File: src/shared/dwnc_map.svh
`ifndef DWNC_MAP_SVH
`define DWNC_MAP_SVH
// Notes on behaviour
// - Two independent wiper registers, ten bits each, 1024 positions.
// - Four-bit command field decodes sixteen distinct operations.
// - Scratchpad write loads host data straight into the addressed wiper.
// - Store copies a wiper to nonvolatile words; power-on reloads both wipers.
// - Restore command or preset strobe reloads wipers from nonvolatile words.
// - Write-protect asserted blocks every change of nonvolatile contents.
// - Increment and decrement move one step, one channel or both.
// - Shift left doubles, shift right halves the wiper setting.
// - Tolerance word held in nonvolatile storage, returned by a readback.
// - Twenty-six bytes of user nonvolatile storage, writable and readable.
// - Ready pulled low only during store, restore, read and preset work.
// - Store lasts typically 15 ms, at most 50 ms.
// - Nonvolatile reads for restore and readbacks finish within 30 us.
// - Ready falls no later than 0.3 ms after chip select rises.
// - Serial data captured on the rising serial clock edge.
// - Undefined extra output bit comes from the previous or current frame.
// - Preset pulse refreshes both wipers within about 30 us.
// - Power-on restore of both wipers takes about 30 us.
// - Data-out echoes input, or readback, delayed by one 24-bit frame.
// - Command executes only when chip select returns high.
// - Channel address zero is the first wiper, one the second.
// - Preset reload triggers on the rising edge of the preset input.

// ==================================================
// Clock and times
`define DWNC_CLK_KHZ      40000
`define DWNC_STORE_MS     15
`define DWNC_READ_US      7
`define DWNC_PRESET_US    30
`define DWNC_PWRUP_US     30
`define DWNC_STORE_CYC    (`DWNC_STORE_MS * `DWNC_CLK_KHZ)
`define DWNC_READ_CYC     ((`DWNC_READ_US * `DWNC_CLK_KHZ) / 1000)
`define DWNC_PRESET_CYC   ((`DWNC_PRESET_US * `DWNC_CLK_KHZ) / 1000)
`define DWNC_PWRUP_CYC    ((`DWNC_PWRUP_US * `DWNC_CLK_KHZ) / 1000)

// ==================================================
// Frame and storage layout
`define DWNC_FRAME_BITS   24
`define DWNC_WIPER_BITS   10
`define DWNC_WIPER_MID    10'h200
`define DWNC_WIPER_MAX    10'h3FF
`define DWNC_NV_WORDS     16
`define DWNC_NV_TOL_ADDR  4'hF
`define DWNC_USER_FIRST   4'h2
`define DWNC_USER_LAST    4'hE
`define DWNC_TOL_RESET    16'h0000
`endif

File: src/shared/dwnc_pkg.sv
package dwnc_pkg;

	typedef enum logic [1:0] {
		ST_IDLE = 2'b00,
		ST_EXEC = 2'b01,
		ST_BUSY = 2'b10
	} dwnc_state_t;

	typedef enum logic [2:0] {
		ACT_NONE     = 3'b000,
		ACT_STORE    = 3'b001,
		ACT_RESTORE  = 3'b010,
		ACT_RD_NV    = 3'b011,
		ACT_RD_WIPER = 3'b100
	} dwnc_act_t;

	typedef enum logic [3:0] {
		OP_NOP         = 4'h0,
		OP_LOAD_ONE    = 4'h1,
		OP_STORE_WIPER = 4'h2,
		OP_STORE_DATA  = 4'h3,
		OP_SHR_ONE     = 4'h4,
		OP_SHR_BOTH    = 4'h5,
		OP_DEC_ONE     = 4'h6,
		OP_DEC_BOTH    = 4'h7,
		OP_LOAD_BOTH   = 4'h8,
		OP_READ_NV     = 4'h9,
		OP_READ_WIPER  = 4'hA,
		OP_WRITE       = 4'hB,
		OP_SHL_ONE     = 4'hC,
		OP_SHL_BOTH    = 4'hD,
		OP_INC_ONE     = 4'hE,
		OP_INC_BOTH    = 4'hF
	} dwnc_op_t;

	typedef struct packed {
		dwnc_op_t    op;
		logic [3:0]  addr;
		logic [15:0] data;
	} dwnc_cmd_t;

	typedef struct packed {
		logic sclk;
		logic cs_n;
		logic sdi;
		logic preset_n;
		logic wp_n;
	} dwnc_pins_t;

endpackage

File: src/hdl/dwnc_ctrl.sv
`timescale 1ns/10ps
`include "dwnc_map.svh"

module dwnc_ctrl
	import dwnc_pkg::*;
#(
	parameter int          STORE_CYC = `DWNC_STORE_CYC,
	parameter logic [15:0] TOL_WORD  = `DWNC_TOL_RESET
) (
	input  logic                 clk_sys,
	input  logic                 rst,
	input  logic                 ce,
	input  logic                 sclk,
	input  logic                 cs_n,
	input  logic                 sdi,
	input  logic                 preset_strobe_n,
	input  logic                 wp_n,
	output logic                 sdo,
	output logic                 sdo_oe_q,
	output logic                 rdy_out_q,
	output logic                 rdy_oe_q,
	output logic [1:0][9:0]      wiper_register_q
);

	// ==================================================
	// Constants
	localparam logic [19:0] STORE_LD  = 20'(STORE_CYC - 1);
	localparam logic [19:0] READ_LD   = 20'(`DWNC_READ_CYC - 1);
	localparam logic [19:0] PRESET_LD = 20'(`DWNC_PRESET_CYC - 1);
	localparam logic [19:0] PWRUP_LD  = 20'(`DWNC_PWRUP_CYC - 1);

	// ==================================================
	// Functions
	function automatic logic [9:0] wiper_op(input logic [9:0] w, input dwnc_op_t op, input logic [15:0] d);
		case (op)
			OP_WRITE:                wiper_op = d[9:0];
			OP_INC_ONE, OP_INC_BOTH: wiper_op = (w == `DWNC_WIPER_MAX) ? w : w + 10'h001;
			OP_DEC_ONE, OP_DEC_BOTH: wiper_op = (w == 10'h000) ? w : w - 10'h001;
			OP_SHL_ONE, OP_SHL_BOTH: wiper_op = w[9] ? `DWNC_WIPER_MAX : {w[8:0], 1'b0};
			OP_SHR_ONE, OP_SHR_BOTH: wiper_op = {1'b0, w[9:1]};
			default:                 wiper_op = w;
		endcase
	endfunction

	function automatic logic hits(input dwnc_op_t op, input logic ch, input logic sel);
		case (op)
			OP_INC_BOTH, OP_DEC_BOTH, OP_SHL_BOTH, OP_SHR_BOTH: hits = 1'b1;
			OP_WRITE, OP_INC_ONE, OP_DEC_ONE, OP_SHL_ONE, OP_SHR_ONE: hits = (ch == sel);
			default: hits = 1'b0;
		endcase
	endfunction

	// ==================================================
	// Pin synchronisers and edges
	dwnc_pins_t  pins_w;
	dwnc_pins_t  meta_q;
	dwnc_pins_t  sync_q;
	logic        sclk_prev_q;
	logic        cs_prev_q;
	logic        preset_prev_q;
	logic        sclk_rise_w;
	logic        cs_rise_w;
	logic        preset_rise_w;
	logic        frame_w;
	logic        wp_on_w;

	assign pins_w        = {sclk, cs_n, sdi, preset_strobe_n, wp_n};
	assign sclk_rise_w   = sync_q.sclk & ~sclk_prev_q;
	assign cs_rise_w     = sync_q.cs_n & ~cs_prev_q;
	assign preset_rise_w = sync_q.preset_n & ~preset_prev_q;
	assign frame_w       = ~sync_q.cs_n;
	assign wp_on_w       = ~sync_q.wp_n;

	always_ff @(posedge clk_sys or posedge rst) begin
		if (rst) begin
			meta_q        <= '1;
			sync_q        <= '1;
			sclk_prev_q   <= 1'b1;
			cs_prev_q     <= 1'b1;
			preset_prev_q <= 1'b1;
		end else if (ce) begin
			meta_q        <= pins_w;
			sync_q        <= meta_q;
			sclk_prev_q   <= sync_q.sclk;
			cs_prev_q     <= sync_q.cs_n;
			preset_prev_q <= sync_q.preset_n;
		end
	end

	// ==================================================
	// Control state
	dwnc_state_t state_q;
	dwnc_state_t state_d;
	dwnc_act_t   act_q;
	dwnc_act_t   act_d;
	dwnc_act_t   read_act_w;
	logic [19:0] cnt_q;
	logic [19:0] cnt_d;
	dwnc_cmd_t   cmd_q;
	logic [23:0] shreg_q;
	logic        preset_pend_q;
	logic [15:0] nv_q [0:`DWNC_NV_WORDS-1];

	logic        exec_w;
	logic        done_w;
	logic        take_cmd_w;
	logic        preset_take_w;
	logic        sel_w;
	logic        store_ok_w;
	logic        exec_store_w;
	logic        exec_read_w;
	logic        restore_done_w;
	logic        rd_load_w;
	logic [23:0] rd_word_w;
	logic        nv_we_w;
	logic [3:0]  nv_addr_w;
	logic [15:0] nv_wdata_w;
	logic [9:0]  sel_wiper_w;
	logic [9:0]  nv_w0;
	logic [9:0]  nv_w1;
	logic [1:0][9:0] wiper_d;

	assign exec_w     = (state_q == ST_EXEC);
	assign done_w     = (state_q == ST_BUSY) && (cnt_q == 20'h0_0000);
	assign take_cmd_w = (state_q == ST_IDLE) && cs_rise_w;
	assign preset_take_w = (state_q == ST_IDLE) && preset_pend_q && sync_q.cs_n && !cs_rise_w;
	assign sel_w      = cmd_q.addr[0];
	assign sel_wiper_w = wiper_register_q[sel_w];
	assign nv_w0      = nv_q[0][9:0];
	assign nv_w1      = nv_q[1][9:0];

	// Stores are refused under write protection and at the tolerance word
	assign store_ok_w = !wp_on_w &&
		((cmd_q.op == OP_STORE_WIPER) ||
		 ((cmd_q.op == OP_STORE_DATA) && (cmd_q.addr != `DWNC_NV_TOL_ADDR)));
	assign exec_store_w = exec_w && store_ok_w;
	assign exec_read_w  = exec_w && ((cmd_q.op == OP_LOAD_BOTH) ||
		(cmd_q.op == OP_READ_NV) || (cmd_q.op == OP_READ_WIPER));
	assign read_act_w   = (cmd_q.op == OP_LOAD_BOTH) ? ACT_RESTORE :
		(cmd_q.op == OP_READ_NV) ? ACT_RD_NV : ACT_RD_WIPER;
	assign restore_done_w = done_w && (act_q == ACT_RESTORE);
	assign rd_load_w    = done_w && ((act_q == ACT_RD_NV) || (act_q == ACT_RD_WIPER));
	assign rd_word_w    = (act_q == ACT_RD_NV) ? {8'h00, nv_q[cmd_q.addr]} :
		{14'h0000, sel_wiper_w};

	assign nv_we_w    = done_w && (act_q == ACT_STORE);
	assign nv_addr_w  = (cmd_q.op == OP_STORE_WIPER) ? {3'h0, sel_w} : cmd_q.addr;
	assign nv_wdata_w = (cmd_q.op == OP_STORE_WIPER) ? {6'h00, sel_wiper_w} : cmd_q.data;

	// ==================================================
	// Wiper next values
	for (genvar ch = 0; ch < 2; ch++) begin : g_ch
		assign wiper_d[ch] = restore_done_w ? nv_q[ch][9:0] :
			(exec_w && (cmd_q.op == OP_LOAD_ONE) && (sel_w == 1'(ch))) ? nv_q[ch][9:0] :
			(exec_w && hits(cmd_q.op, 1'(ch), sel_w)) ?
			wiper_op(wiper_register_q[ch], cmd_q.op, cmd_q.data) :
			wiper_register_q[ch];
	end

	always_ff @(posedge clk_sys or posedge rst) begin
		if (rst) begin
			wiper_register_q <= {`DWNC_WIPER_MID, `DWNC_WIPER_MID};
		end else if (ce) begin
			wiper_register_q <= wiper_d;
		end
	end

	// ==================================================
	// Sequencer
	always_comb begin
		state_d = state_q;
		act_d   = act_q;
		cnt_d   = cnt_q;
		case (state_q)
			ST_IDLE: begin
				if (take_cmd_w) begin
					state_d = ST_EXEC;
				end else if (preset_take_w) begin
					state_d = ST_BUSY;
					act_d   = ACT_RESTORE;
					cnt_d   = PRESET_LD;
				end
			end
			ST_EXEC: begin
				state_d = ST_IDLE;
				act_d   = ACT_NONE;
				if (exec_store_w) begin
					state_d = ST_BUSY;
					act_d   = ACT_STORE;
					cnt_d   = STORE_LD;
				end else if (exec_read_w) begin
					state_d = ST_BUSY;
					act_d   = read_act_w;
					cnt_d   = READ_LD;
				end
			end
			ST_BUSY: begin
				if (cnt_q == 20'h0_0000) begin
					state_d = ST_IDLE;
					act_d   = ACT_NONE;
				end else begin
					cnt_d = cnt_q - 20'h0_0001;
				end
			end
			default: begin
				state_d = ST_IDLE;
				act_d   = ACT_NONE;
				cnt_d   = 20'h0_0000;
			end
		endcase
	end

	// Power-on starts straight into a restore of both wipers
	always_ff @(posedge clk_sys or posedge rst) begin
		if (rst) begin
			state_q  <= ST_BUSY;
			act_q    <= ACT_RESTORE;
			cnt_q    <= PWRUP_LD;
			rdy_oe_q <= 1'b1;
		end else if (ce) begin
			state_q  <= state_d;
			act_q    <= act_d;
			cnt_q    <= cnt_d;
			rdy_oe_q <= (state_d == ST_BUSY);
		end
	end

	// Preset edge is held until the sequencer is free; a new edge beats the clear
	always_ff @(posedge clk_sys or posedge rst) begin
		if (rst) begin
			preset_pend_q <= 1'b0;
		end else if (ce) begin
			preset_pend_q <= preset_rise_w | (preset_pend_q & ~preset_take_w);
		end
	end

	// ==================================================
	// Command capture and serial shift
	always_ff @(posedge clk_sys or posedge rst) begin
		if (rst) begin
			cmd_q <= dwnc_cmd_t'(24'h00_0000);
		end else if (ce && take_cmd_w) begin
			cmd_q <= dwnc_cmd_t'(shreg_q);
		end
	end

	// One register both receives and echoes, so the output trails by one frame
	always_ff @(posedge clk_sys or posedge rst) begin
		if (rst) begin
			shreg_q <= 24'h00_0000;
		end else if (ce) begin
			if (rd_load_w) begin
				shreg_q <= rd_word_w;
			end else if (frame_w && sclk_rise_w) begin
				shreg_q <= {shreg_q[22:0], sync_q.sdi};
			end
		end
	end

	// Before the first edge the line shows the leftover top bit
	assign sdo = shreg_q[23];

	always_ff @(posedge clk_sys or posedge rst) begin
		if (rst) begin
			sdo_oe_q  <= 1'b0;
			rdy_out_q <= 1'b0;
		end else if (ce) begin
			sdo_oe_q  <= frame_w;
			rdy_out_q <= 1'b0;
		end
	end

	// ==================================================
	// Nonvolatile words
	always_ff @(posedge clk_sys or posedge rst) begin
		if (rst) begin
			for (int i = 0; i < `DWNC_NV_WORDS; i++) begin
				nv_q[i] <= 16'h0000;
			end
			nv_q[0] <= {6'h00, `DWNC_WIPER_MID};
			nv_q[1] <= {6'h00, `DWNC_WIPER_MID};
			nv_q[`DWNC_NV_TOL_ADDR] <= TOL_WORD;
		end else if (ce && nv_we_w) begin
			nv_q[nv_addr_w] <= nv_wdata_w;
		end
	end
endmodule

File: config.mk
export PLATFORM = sky130hd
export DESIGN_NAME = dwnc_ctrl
export DESIGN_NICKNAME = d
export VERILOG_FILES = /design/src/shared/dwnc_pkg.sv /design/src/hdl/dwnc_ctrl.sv
export VERILOG_INCLUDE_DIRS = /design/src /design/src/shared
export SDC_FILE = /design/constraint.sdc
export NUM_CORES = 1
export LEC_CHECK = 0
export BUFFER_PORTS_ARGS = -buffer_cell sky130_fd_sc_hd__buf_4
export CAP_MARGIN = 15
export CORE_ASPECT_RATIO = 1.1
export CORE_MARGIN = 2
export CORE_UTILIZATION = 55
export CTS_CLUSTER_DIAMETER = 80
export DETAILED_ROUTE_END_ITERATION = 7
export GPL_TIMING_DRIVEN = 0
export PLACE_DENSITY = 0.8
export SYNTH_ARGS = -nofsm -noshare
export SYNTH_HDL_FRONTEND = slang
export SYNTH_SLANG_ARGS = --single-unit
File: constraint.sdc
create_clock -name clk_sys -period 24.4 [get_ports clk_sys]
set_input_delay 6.1 -clock clk_sys [delete_from_list [all_inputs] [get_ports clk_sys]]
set_output_delay 6.1 -clock clk_sys [all_outputs]
set_load 0.05 [all_outputs]
# Word-level counts from Yosys, hierarchy flattened
# Index checks and enable logic that the tools add are counted.
dict set report totals {
  register_bits 365
  inputBits 8
  wordCells 192
}
dict set report classes {
  addsub 5
  n_lt_le_gt_ge 4
  eq_ne 34
  muxes 49
  bitwise 13
  reduce_logical 46
}
# op n
set op_table {}
lappend op_table {{$bwmux 256} 1}
lappend op_table {{$mux 10} 14}
lappend op_table {{$mux 20} 5}
lappend op_table {{$pmux 10 s5} 2}
lappend op_table {{$mux 16} 5}
lappend op_table {{$bmux 16 s4} 1}
lappend op_table {{$demux 16 s4} 1}
lappend op_table {{$pmux 20 s3} 1}
lappend op_table {{$mux 24} 2}
lappend op_table {{$eq 4x4->1 const B} 8}
lappend op_table {{$logic_and 1x1->1} 21}
lappend op_table {{$mux 3} 7}
lappend op_table {{$add 10x1->10 const B} 2}
lappend op_table {{$eq 10x10->1 const B} 2}
lappend op_table {{$logic_not 10->1} 2}
lappend op_table {{$logic_not 20->1} 1}
lappend op_table {{$ne 4x4->1 const B} 5}
lappend op_table {{$sub 10x1->10 const B} 2}
lappend op_table {{$sub 20x1->20 const B} 1}
lappend op_table {{$eq 4x3->1 const B} 4}
lappend op_table {{$reduce_and 5->1} 3}
lappend op_table {{$reduce_bool 7->1} 2}
lappend op_table {{$ge 5x5->1 const B} 2}
lappend op_table {{$mux 2} 5}
lappend op_table {{30 further kinds} 52}

# Longest topological paths before layout
# Gate-level depths: netlist of the first run.
dict set report logic_depth {
  depth_word 8
  ltp_mapped 9
  ltp_nobuf 8
}

# Least setup slack after synthesis of the first run
# No wires, ideal clock.
dict set report synth_path {
  path_kind {input port to flip-flop}
  from {input ce}
  to {register cmd_q[0] in the netlist's numbering}
  setup_ps 125
  arrival_time_ps 7501
  setup_slack_ps 16774
  cell_stages 4
  n_path_buf 1
  cell_sequence {nand2_1 nor4_2 clkbuf_1 mux2_2}
}
dict set report synth_between {
  elab_chain_cells 1
}
# item line
set synth_rtl {}
lappend synth_rtl {{start, declared} dwnc_ctrl.sv:12} ;# input logic ce,
lappend synth_rtl {{$logic_and 1x1->1} dwnc_ctrl.sv:242} ;# end else if (ce && take_cmd_w) begin
lappend synth_rtl {{end signal, assigned} dwnc_ctrl.sv:241} ;# cmd_q <= dwnc_cmd_t'(24'h00_0000);
lappend synth_rtl {{end signal, assigned} dwnc_ctrl.sv:243} ;# cmd_q <= dwnc_cmd_t'(shreg_q);
lappend synth_rtl {{end, declared} dwnc_ctrl.sv:99} ;# dwnc_cmd_t cmd_q;
# No other way between the ends.
# A chain may end at the register's enable or synchronous reset.

# Worst setup path after layout of the first run
dict set report layout_path {
  from {input ce}
  to {register nv_q[248] in the netlist's numbering}
}
dict set report layout_between {
  elab_chain_cells 1
}
# item line
set layout_rtl {}
lappend layout_rtl {{$logic_and 1x1->1} dwnc_ctrl.sv:283} ;# end else if (ce && nv_we_w) begin
lappend layout_rtl {{end signal, assigned by index} dwnc_ctrl.sv:284} ;# nv_q[nv_addr_w] <= nv_wdata_w;
lappend layout_rtl {{end, declared} dwnc_ctrl.sv:102} ;# logic [15:0] nv_q [0:`DWNC_NV_WORDS-1];
# No other way between the ends.

==> results of run 1 <==
==> power by group through the flow <==
stage	Sequential, mW	Combinational, mW	Clock (mW)
after floorplan	0.709	0.173	0
after global placement	0.700	0.255	0
after detailed placement	0.702	0.264	0
after CTS	0.691	0.266	0.576
after global routing	0.697	0.295	0.603
final	0.693	0.270	0.572
==> final cells by class <==
class | count | area [um^2] | share of cell area
buffer | 131 | 543 | 0.0269
clock buffer | 58 | 1170 | 0.0579
clock inverter | 11 | 62.6 | 0.00310
inverter | 16 | 67.6 | 0.00335
multi-input combinational | 1267 | 8340 | 0.413
sequential | 365 | 9170 | 0.455
tap | 426 | 533 | 0.0264
timing repair buffer | 33 | 288 | 0.0143
==> stage by stage <==
| step | setup slack (ns) | util | instance area, um^2 | hold slack [ns] | cells |
|---|---|---|---|---|---|
| floorplan | 8.21 | - | 18100 | 0.445 | 1779 |
| global placement | 4.82 | 0.583 | 18900 | 0.457 | 2235 |
| detailed placement | 16.09 | 0.585 | 18900 | 0.461 | 2237 |
| CTS | 16.55 | 0.623 | 20200 | 0.473 | 2306 |
| global route | 16.31 | 0.623 | 20200 | 0.497 | 2307 |
| finish | 16.42 | 0.623 | 20200 | 0.474 | 2307 |
==> sequential cells by signal, indices dropped and copies added, names as in the netlist <==
signal            flops
rdy_oe_q              1
cs_prev_q             1
sdo_oe_q              1
preset_pend_q         1
state_q               2
shreg_q              24
nv_q                256
preset_prev_q         1
act_q                 3
cmd_q                24
cnt_q                20
meta_q                5
sclk_prev_q           1
sync_q                5
wiper_register_q     20
==> metal layers <==
metal / track usage / wire [um] / vias up
met5: 0 / 0 / -
met3: 0.0428 / 3310 / 139
met1: 0.380 / 19500 / 7245
met2: 0.508 / 25200 / 603
met4: 0.113 / 1820 / 0
li1: - / - / 6507
==> critical path, delay by kind of cell <==
| family | cells | cell delay, ns |
|---|---|---|
| compound gates | 2 | 0.52 |
| buf+inv | 2 | 0.49 |
| simple gates | 4 | 1.23 |
==> cell families after synthesis <==
logic type,Yosys count
and+or+nand+nor,586
muxes,143
DFF,365
other,1
adders and majority gates,20
xor gates and xnor gates,16
buffers and inverters,147
AOI/OAI and AO/OA,501
==> path summary, 6_finish.rpt <==
kind	startpoint	endpoint	depth (start not counted)	slack, ns
min in group asynchronous	rst	cnt_q[17]$_DFFE_PP0P_	2	5.74
max in group asynchronous	rst	nv_q[21]$_DFFE_PP0P_	4	17.00
worst max-delay path	ce	nv_q[248]$_DFFE_PP0P_	8	16.42
worst min register to register	preset_prev_q$_DFFE_PP1P_	preset_prev_q$_DFFE_PP1P_	2	0.47
worst max register to register	cmd_q[21]$_DFFE_PP0P_	wiper_register_q[9]$_DFFE_PP1P_	9	20.38
worst min-delay path	preset_prev_q$_DFFE_PP1P_	preset_prev_q$_DFFE_PP1P_	2	0.47
==> cells in the final DEF (no fill, tap or decap), types with 20 or more instances in the layout <==
master,instances
o21ai_0,317
clkbuf_1,100
nor2b_1,20
clkbuf_16,39
buf_2,32
mux4_2,71
buf_4,32
dfstp_2,27
o31ai_1,20
dfrtp_1,338
nor2_1,85
nand2_1,370
a21oi_1,54
mux2_2,35
mux2i_1,37
==> impl_results.md, run 1 <==
* Status: completed
* Fin crit period at 7.98 ns
* Pin count of the biggest net entering global routing at 132
* Die width at 177 um
* Final Hold Viols at 0
* Main flop type after synthesis: dfrtp_1
* Via density at 6.28
* H-tree levels at 2
* Fmax at 125 MHz
* Row cnt at 69
* Crit start category: primary input
* Syn nets at 1807
* Tightest Hold Check Type: reg2reg
* Cell variety after synth at 78
* Net Sw Frac at 0.307
* Area Overhead vs Synth at 11.4%
* Root buffer cell: clkbuf_16
* Maxcap violations at 0
* DRT Wirelength at 49800 um
* Gate Count Post-Synth at 1779
* Starting DRT DRC Count at 1315
* Mux cell area share after synthesis at 0.131
* Switching pwr at 0.472 mW
* Final critical-path share of the clock period at 0.327
* Critical path data arrival time at 8.34 ns
* Number of diodes at 0
* Die Y at 194 um
* Vias in the first global route at 14799
* I/O pins at 32
* Synth Area in Simple Gates at 0.148
* FILL cells at 2519
* Nets at 1880
* Leakage power at 8.39 nW
* Number of buffers created by CTS at 38
* Core area at 32400 um^2
* CTS tree: built
* Cts repair resizes at 0
* Clock-pin slew on the worst setup and hold paths at 0.06 ns
* Final Total Pwr at 1.54 mW
* Compound-Gate Fraction of Synth Area at 0.159
* Maximum vdd ir drop at 56.3 uV
* Slew Limit Fails at 0
* RSZ-0062 raised after global routing: false
* Critical Path, Cell by Cell: buf_4 -> nor4bb_1 -> nand2b_1 -> a21oi_1 -> nand3_1 -> clkbuf_1 -> nand2_1 -> o21ai_0
* Sequential power share at 0.451
* Worst Skew at 0.0180 ns
* Clk pwr share at 0.373
* Slew margin rel. at 0.342
* Layout cell share with drive strength beyond 1 at 0.154
* Post-synthesis sequential area ratio at 0.506
* Worst-Margin Slew at 0.987 ns
* Post-DRT Antenna Nets at 0
* Final Wtd Congestion at 0.965
* Count leader, synth: nand2_1
* Global route total overflow at 0
* Die area at 34400 um^2
* GRT Overall Usage at 0.296
* Main combinational cell family by area after synthesis: compound AO/OA/AOI/OAI gates
* Routed len/inst at 21.6 um
* Crit path required time at 24.76 ns
* Mapped Avg Cell Area at 10.2 um^2
* Clk buf depth at 3
* Post-DP HPWL at 36100 um
* Post-Synth Adder-Cell Area at 0.0146
* PD cells at 76.2 nW/um^2
* Synth area leaders: dfrtp_1 (47%), mux4_2 (8.8%), o21ai_0 (8.8%), nand2_1 (7.7%), dfstp_2 (3.9%)
* Post-CTS Setup Inserts at 0
* Combinational Power Share at 0.176
* Ys async rst share at 1.00
* Setup violators final at 0
* Hold Buf Count CTS at 0
* Crit path capture type: flop
* XOR/XNOR Fraction of Synth Area at 0.00774
* Initial antenna violation count at 0
* Synthesized area at 18100 um^2
* Post-route DRC at 0
* Max incr delay on CP at 0.64 ns
* Number of synthesized flops with an enable pin at 0
* Internal power at 1.06 mW
* Peak fanout along the critical path at 10
* Detailed-route via count at 14494
* Fin Setup TNS at 0 ns
* Setup CP Type: in2reg
* Sink Count at 365
* First-pass GRT wire length at 80400 um
* Top cell type by total area after synthesis: dfrtp_1
* Drt pass-1 iters at 6
* Top cell type's share of synthesized area at 0.467
* Yosys reg bits at 365
* Worst skew pair latency at 0.53 ns
* Slowest-stage cell, CP: nor4bb_1
* IO buf count at 30
* Synth warn at 0
* Starting density of the core at 0.559
* Most frequent cells after synthesis: nand2_1 (370), dfrtp_1 (338), o21ai_0 (317), clkbuf_1 (93), nor2_1 (85)
(Power assumes the default switching activity.)
==> inputs of run 2 (changes only) <==
- clock period: 24.4 -> 8.3 ns (I/O delays scaled with it)
==> impl_results.md, run 2 (synthesized netlist as in run 1, its figures left out) <==
* Post-route DRC at 0
* Worst Reg2Reg Path Length in Cells at 9
* Maximum vdd ir drop at 152 uV
* Clock-pin slew on the worst setup and hold paths at 0.06 ns
* Area of the multi-input gates at 8340 um^2
* Vias in the first global route at 15189
* Starting density of the core at 0.559
* Initial antenna violation count at 0
* CTS tree: built
* Routed len/inst at 21.9 um
* Root buffer cell: clkbuf_16
* Placed Cells at 2244
* Maxcap violations at 0
* Crit path required time at 8.73 ns
* WHS at 0.474 ns
* GRT Overall Usage at 0.304
* Drt pass-1 iters at 7
* Leakage power at 8.49 nW
* Hold Buf Count CTS at 0
* Cells on Worst Hold Path at 2
* Die width at 177 um
* Row cnt at 69
* IO buf count at 30
* Peak fanout along the critical path at 19
* Worst Skew at 0.0283 ns
* Top reg by flops: nv_q
* PD cells at 227 nW/um^2
* Crit start category: flop
* Design area at 20400 um^2
* Cts repair resizes at 0
* Dpl cell area at 19000 um^2
* Worst-Margin Slew at 1.01 ns
* Min-Delay Endpoint: nv_q[149]$_DFFE_PP0P_
* Pre-CTS setup slack at 3.97 ns
* Fmax at 243 MHz
* Final Hold Viols at 0
* Leading cell types in the layout, fill and taps excluded: nand2_1 (370), dfrtp_1 (338), o21ai_0 (317)
* First-pass GRT wire length at 82300 um
* Number of buffers created by CTS at 39
* Pin count of the biggest net entering global routing at 46
* Fin worst setup slack at 4.19 ns
* Worst r2r src: cmd_q[21]$_DFFE_PP0P_
* Detailed-route via count at 14687
* Die Y at 194 um
* Final Wtd Congestion at 0.945
* Layout cell share with drive strength beyond 1 at 0.157
* Fin cells at 2317
* FILL cells at 2515
* Largest registers: nv_q (256), cmd_q (24), shreg_q (24)
* Die area at 34400 um^2
* I/O pins at 32
* Number of diodes at 0
* Post-DP HPWL at 37200 um
* Storage element area at 9170 um^2
* Sink Count at 365
* RSZ-0062 raised after global routing: false
* Reg2Reg Setup Slack at 4.19 ns
* Final critical-path share of the clock period at 0.495
* Setup CP Type: reg2reg
* Nets at 1888
* Post-layout util at 0.630
* Area Overhead vs Synth at 12.6%
* Core area at 32400 um^2
* Status: completed
* Fin crit period at 4.11 ns
* Global route total overflow at 0
* Clk buf depth at 3
* Critical path data arrival time at 4.54 ns
* Largest register FFs at 256
* Crit path capture type: flop
* DRT Wirelength at 50800 um
* Slew margin rel. at 0.328
* Setup violators final at 0
* Tightest Hold Check Type: reg2reg
* Post-CTS Setup Inserts at 0
* Final Total Pwr at 4.62 mW
* Fin Setup TNS at 0 ns
* Worst skew pair latency at 0.55 ns
* Hold_sp: nv_q[149]$_DFFE_PP0P_
* Most common cell after layout, fill and taps aside: nand2_1
* Via density at 6.34
* Post-DRT Antenna Nets at 0
* Slew Limit Fails at 0
* Starting DRT DRC Count at 1401
* Capturing point of the worst reg2reg path: wiper_register_q[9]$_DFFE_PP1P_
* H-tree levels at 2
==> run 2: cell count changes in the layout (fill, tap and decap cells not counted), moves of 2 or more <==
cell,before,now
buf_16,2,0
clkinv_2,9,6
buf_12,0,9
bufinv_16,0,2
clkbuf_1,100,102
==> run 2: per-layer routing <==
metal	global-route usage	share of wire
met1	0.377	0.38
met5	0	0
met2	0.517	0.50
met4	0.157	0.057
met3	0.0423	0.060
==> run 2: final cells by class <==
cell class,count,share of cell area
Multi-Input combinational cell,1267,0.409
Clock inverter,11,0.00712
Clock buffer,61,0.0583
Inverter,16,0.00313
Buffer,131,0.0266
Timing Repair Buffer,40,0.0203
Sequential cell,365,0.450
Tap cell,426,0.0261
==> run 2: power breakdown <==
part | internal (mW) | switching (mW)
clock network | 1.05 | 0.731
registers | 1.90 | 0.142
logic | 0.266 | 0.533
==> run 2: how the worst max path moves through the flow <==
| stage | from | endpoint | slack (ns) |
|---|---|---|---|
| after detailed placement | ce | nv_q[245]$_DFFE_PP0P_ | 3.97 |
| final | cmd_q[21]$_DFFE_PP0P_ | wiper_register_q[9]$_DFFE_PP1P_ | 4.19 |
| after CTS | cmd_q[21]$_DFFE_PP0P_ | wiper_register_q[9]$_DFFE_PP1P_ | 4.25 |
| after floorplan | rst | act_q[0]$_DFFE_PP0P_ | 1.35 |
| after global routing | cmd_q[21]$_DFFE_PP0P_ | wiper_register_q[9]$_DFFE_PP1P_ | 4.02 |
| after global placement | rst | nv_q[8]$_DFFE_PP0P_ | -0.48 |
==> run 2: critical path: stages, from the launching register on <==
cell and delay (ns):
dfrtp_1 0.45, clkbuf_1 0.36, and3b_1 0.79, ha_1 0.38, a211o_1 0.32, a2111oi_0 0.71, o31ai_1 0.20, xnor2_1 0.18
a2111oi_0 0.47, o31ai_1 0.14
==> inputs of run 3 (changes only) <==
- ABC_AREA: unset -> 1
- clock period: 8.3 -> 4.3 ns (I/O delays scaled with it)
==> impl_results.md, run 3 <==
* FILL cells at 2980
* Clk buf depth at 3
* Synthesized area at 19100 um^2
* Peak fanout along the critical path at 18
* Layout cell share with drive strength beyond 1 at 0.0910
* Slowest-stage cell, CP: inv_1
* Fin worst setup slack at 0.857 ns
* Post-DRT Antenna Nets at 0
* Combinational Power Share at 0.371
* Post-DP HPWL at 45700 um
* Internal power at 7.46 mW
* Final Hold Viols at 0
* Number of synthesized flops with an enable pin at 0
* Largest register FFs at 256
* Die width at 182 um
* Worst skew pair latency at 0.56 ns
* Clk pwr share at 0.297
* Detailed-route via count at 18338
* Yosys reg bits at 365
* Setup violators final at 0
* H-tree levels at 2
* Placed Cells at 3021
* Maxcap violations at 0
* Starting DRT DRC Count at 2101
* Gate Count Post-Synth at 2544
* Slew Limit Fails at 0
* Routed len/inst at 20.3 um
* Largest registers: nv_q (256), cmd_q (24), shreg_q (24)
* Pin count of the biggest net entering global routing at 44
* Starting density of the core at 0.558
* Critical Path, Cell by Cell: buf_1 -> nand3_1 -> inv_1 -> ha_1 -> or2_2 -> and2_1 -> nand2_1 -> nand3b_1 -> nand3_1 -> nand3_1 -> nand2_1 -> nand2_1
* Fin cells at 3096
* Row cnt at 71
* Hold Buf Count CTS at 0
* First-pass GRT wire length at 99000 um
* Pre-CTS setup slack at 0.921 ns
* Ys async rst share at 1.00
* Leading cell types in the layout, fill and taps excluded: nand2_1 (888), o21ai_0 (377), dfrtp_1 (338)
* I/O pins at 32
* Critical path data arrival time at 3.88 ns
* Vias in the first global route at 18028
* Worst-Margin Slew at 1.26 ns
* Buf/Inv on CP at 2
* DRT Wirelength at 62700 um
* Max incr delay on CP at 0.63 ns
* CTS tree: built
* Count leader, synth: nand2_1
* Initial antenna violation count at 0
* Crit path capture type: flop
* RSZ-0062 raised after global routing: false
* Main flop type after synthesis: dfrtp_1
* Leakage power at 10.1 nW
* Final Total Pwr at 13.0 mW
* GRT Overall Usage at 0.354
* Drt pass-1 iters at 6
* Cell family with most CP delay: simple AND/OR/NAND/NOR gates
* Number of buffers created by CTS at 41
* PD cells at 602 nW/um^2
* Number of diodes at 0
* Final critical-path share of the clock period at 0.801
* Core area at 34200 um^2
* Post-CTS Setup Inserts at 0
* Die Y at 199 um
* Syn nets at 2572
* Sequential power share at 0.332
* Mapped Avg Cell Area at 7.50 um^2
* Via density at 5.92
* Net Sw Frac at 0.425
* Synth warn at 0
* Synth area leaders: dfrtp_1 (44%), nand2_1 (17%), o21ai_0 (9.9%), nand3_1 (4.4%), nor2_1 (4.3%)
* Cts repair resizes at 0
* Post-synthesis sequential area ratio at 0.481
* Root buffer cell: clkbuf_16
* Switching pwr at 5.51 mW
* Dpl cell area at 20000 um^2
* Most frequent cells after synthesis: nand2_1 (888), o21ai_0 (377), dfrtp_1 (338), nor2_1 (220), nand3_1 (169)
* Slew margin rel. at 0.152
* Maximum vdd ir drop at 459 uV
* Area Overhead vs Synth at 12.9%
* Post-route DRC at 0
* Crit path required time at 4.73 ns
* Fmax at 290 MHz
* Die area at 36200 um^2
* Tightest Hold Check Type: reg2reg
* Global route total overflow at 0
* Status: completed
* Design area at 21500 um^2
* Final Wtd Congestion at 0.981
* Top reg by flops: nv_q
* Top cell type's share of synthesized area at 0.443
* IO buf count at 29
* Clock-pin slew on the worst setup and hold paths at 0.06 ns
* Setup CP Type: reg2reg
* Fin Setup TNS at 0 ns
* Cell variety after synth at 46
* Sink Count at 365
* Top cell type by total area after synthesis: dfrtp_1
* Fin crit period at 3.44 ns
* Most common cell after layout, fill and taps aside: nand2_1
* Crit start category: flop
* Worst Skew at 0.0203 ns
* Nets at 2654
==> run 3: changes by cell type after synthesis, sizes merged, moves of 28 or more <==
cell / change
buf: +34
inv: +108
mux2: -28
mux2i: -35
mux4: -71
nand2: +530
nand3: +160
nor2: +143
o21ai: +89
==> run 3: per-stage QoR <==
stage,util,hold slack [ns]
final,0.629,0.464
after global routing,0.629,0.489
after CTS,0.629,0.466
after detailed placement,0.586,0.457
after global placement,0.580,0.448
after floorplan,-,0.442
==> run 3: worst paths after layout <==
kind / slack [ns] / endpoint / cells past startpoint / from
max: 0.86 / wiper_register_q[7]$_DFFE_PP0P_ / 12 / cmd_q[21]$_DFFE_PP0P_
min: 0.46 / meta_q[3]$_DFFE_PP1P_ / 2 / meta_q[3]$_DFFE_PP1P_
max reg2reg: 0.86 / wiper_register_q[7]$_DFFE_PP0P_ / 12 / cmd_q[21]$_DFFE_PP0P_
min reg2reg: 0.46 / meta_q[3]$_DFFE_PP1P_ / 2 / meta_q[3]$_DFFE_PP1P_
max in group asynchronous: 2.27 / nv_q[12]$_DFFE_PP0P_ / 6 / rst
min in group asynchronous: 0.63 / wiper_register_q[5]$_DFFE_PP0P_ / 2 / rst
==> run 3: logic make-up (layout without fill, tap and decap cells) <==
| kind of cell | count (synthesis) | count (layout) | share of synthesized area |
|---|---|---|---|
| and+or+nand+nor | 1361 | 1361 | 0.295 |
| AOI/OAI and AO/OA | 509 | 509 | 0.137 |
| DFF | 365 | 365 | 0.481 |
| buffers and inverters | 271 | 385 | 0.0641 |
| adders and majority gates | 20 | 20 | 0.0139 |
| muxes | 9 | 9 | 0.00518 |
| xor gates and xnor gates | 8 | 8 | 0.00367 |
| other | 1 | 1 | 0.000197 |
==> run 3: layout make-up <==
type | instances | area, um^2 | area share
Multi-Input combinational cell | 1908 | 8680 | 0.403
Clock buffer | 51 | 1110 | 0.0517
Clock inverter | 24 | 372 | 0.0173
Tap cell | 438 | 548 | 0.0255
Buffer | 147 | 757 | 0.0352
Sequential cell | 365 | 9170 | 0.426
Inverter | 124 | 469 | 0.0218
Timing Repair Buffer | 39 | 418 | 0.0194
==> run 3: worst min-delay path, cell delays in order (launching register included) <==
cell and delay (ns):
dfstp_2 0.37, nand2_1 0.05, nand2_1 0.04
==> run 3: per-layer routing <==
metal / share of wire / track usage
met1: 0.37 / 0.419
met2: 0.48 / 0.608
met3: 0.088 / 0.0623
met4: 0.061 / 0.211
met5: 0 / 0
==> run 3: power groups by stage <==
stage / clock (mW) / sequential [mW] / combinational, mW
after CTS: 3.88 / 4.29 / 4.65
final: 3.85 / 4.31 / 4.81
after global routing: 4.01 / 4.35 / 5.19
after global placement: 0 / 4.33 / 4.52
after detailed placement: 0 / 4.35 / 4.61
after floorplan: 0 / 4.45 / 2.78
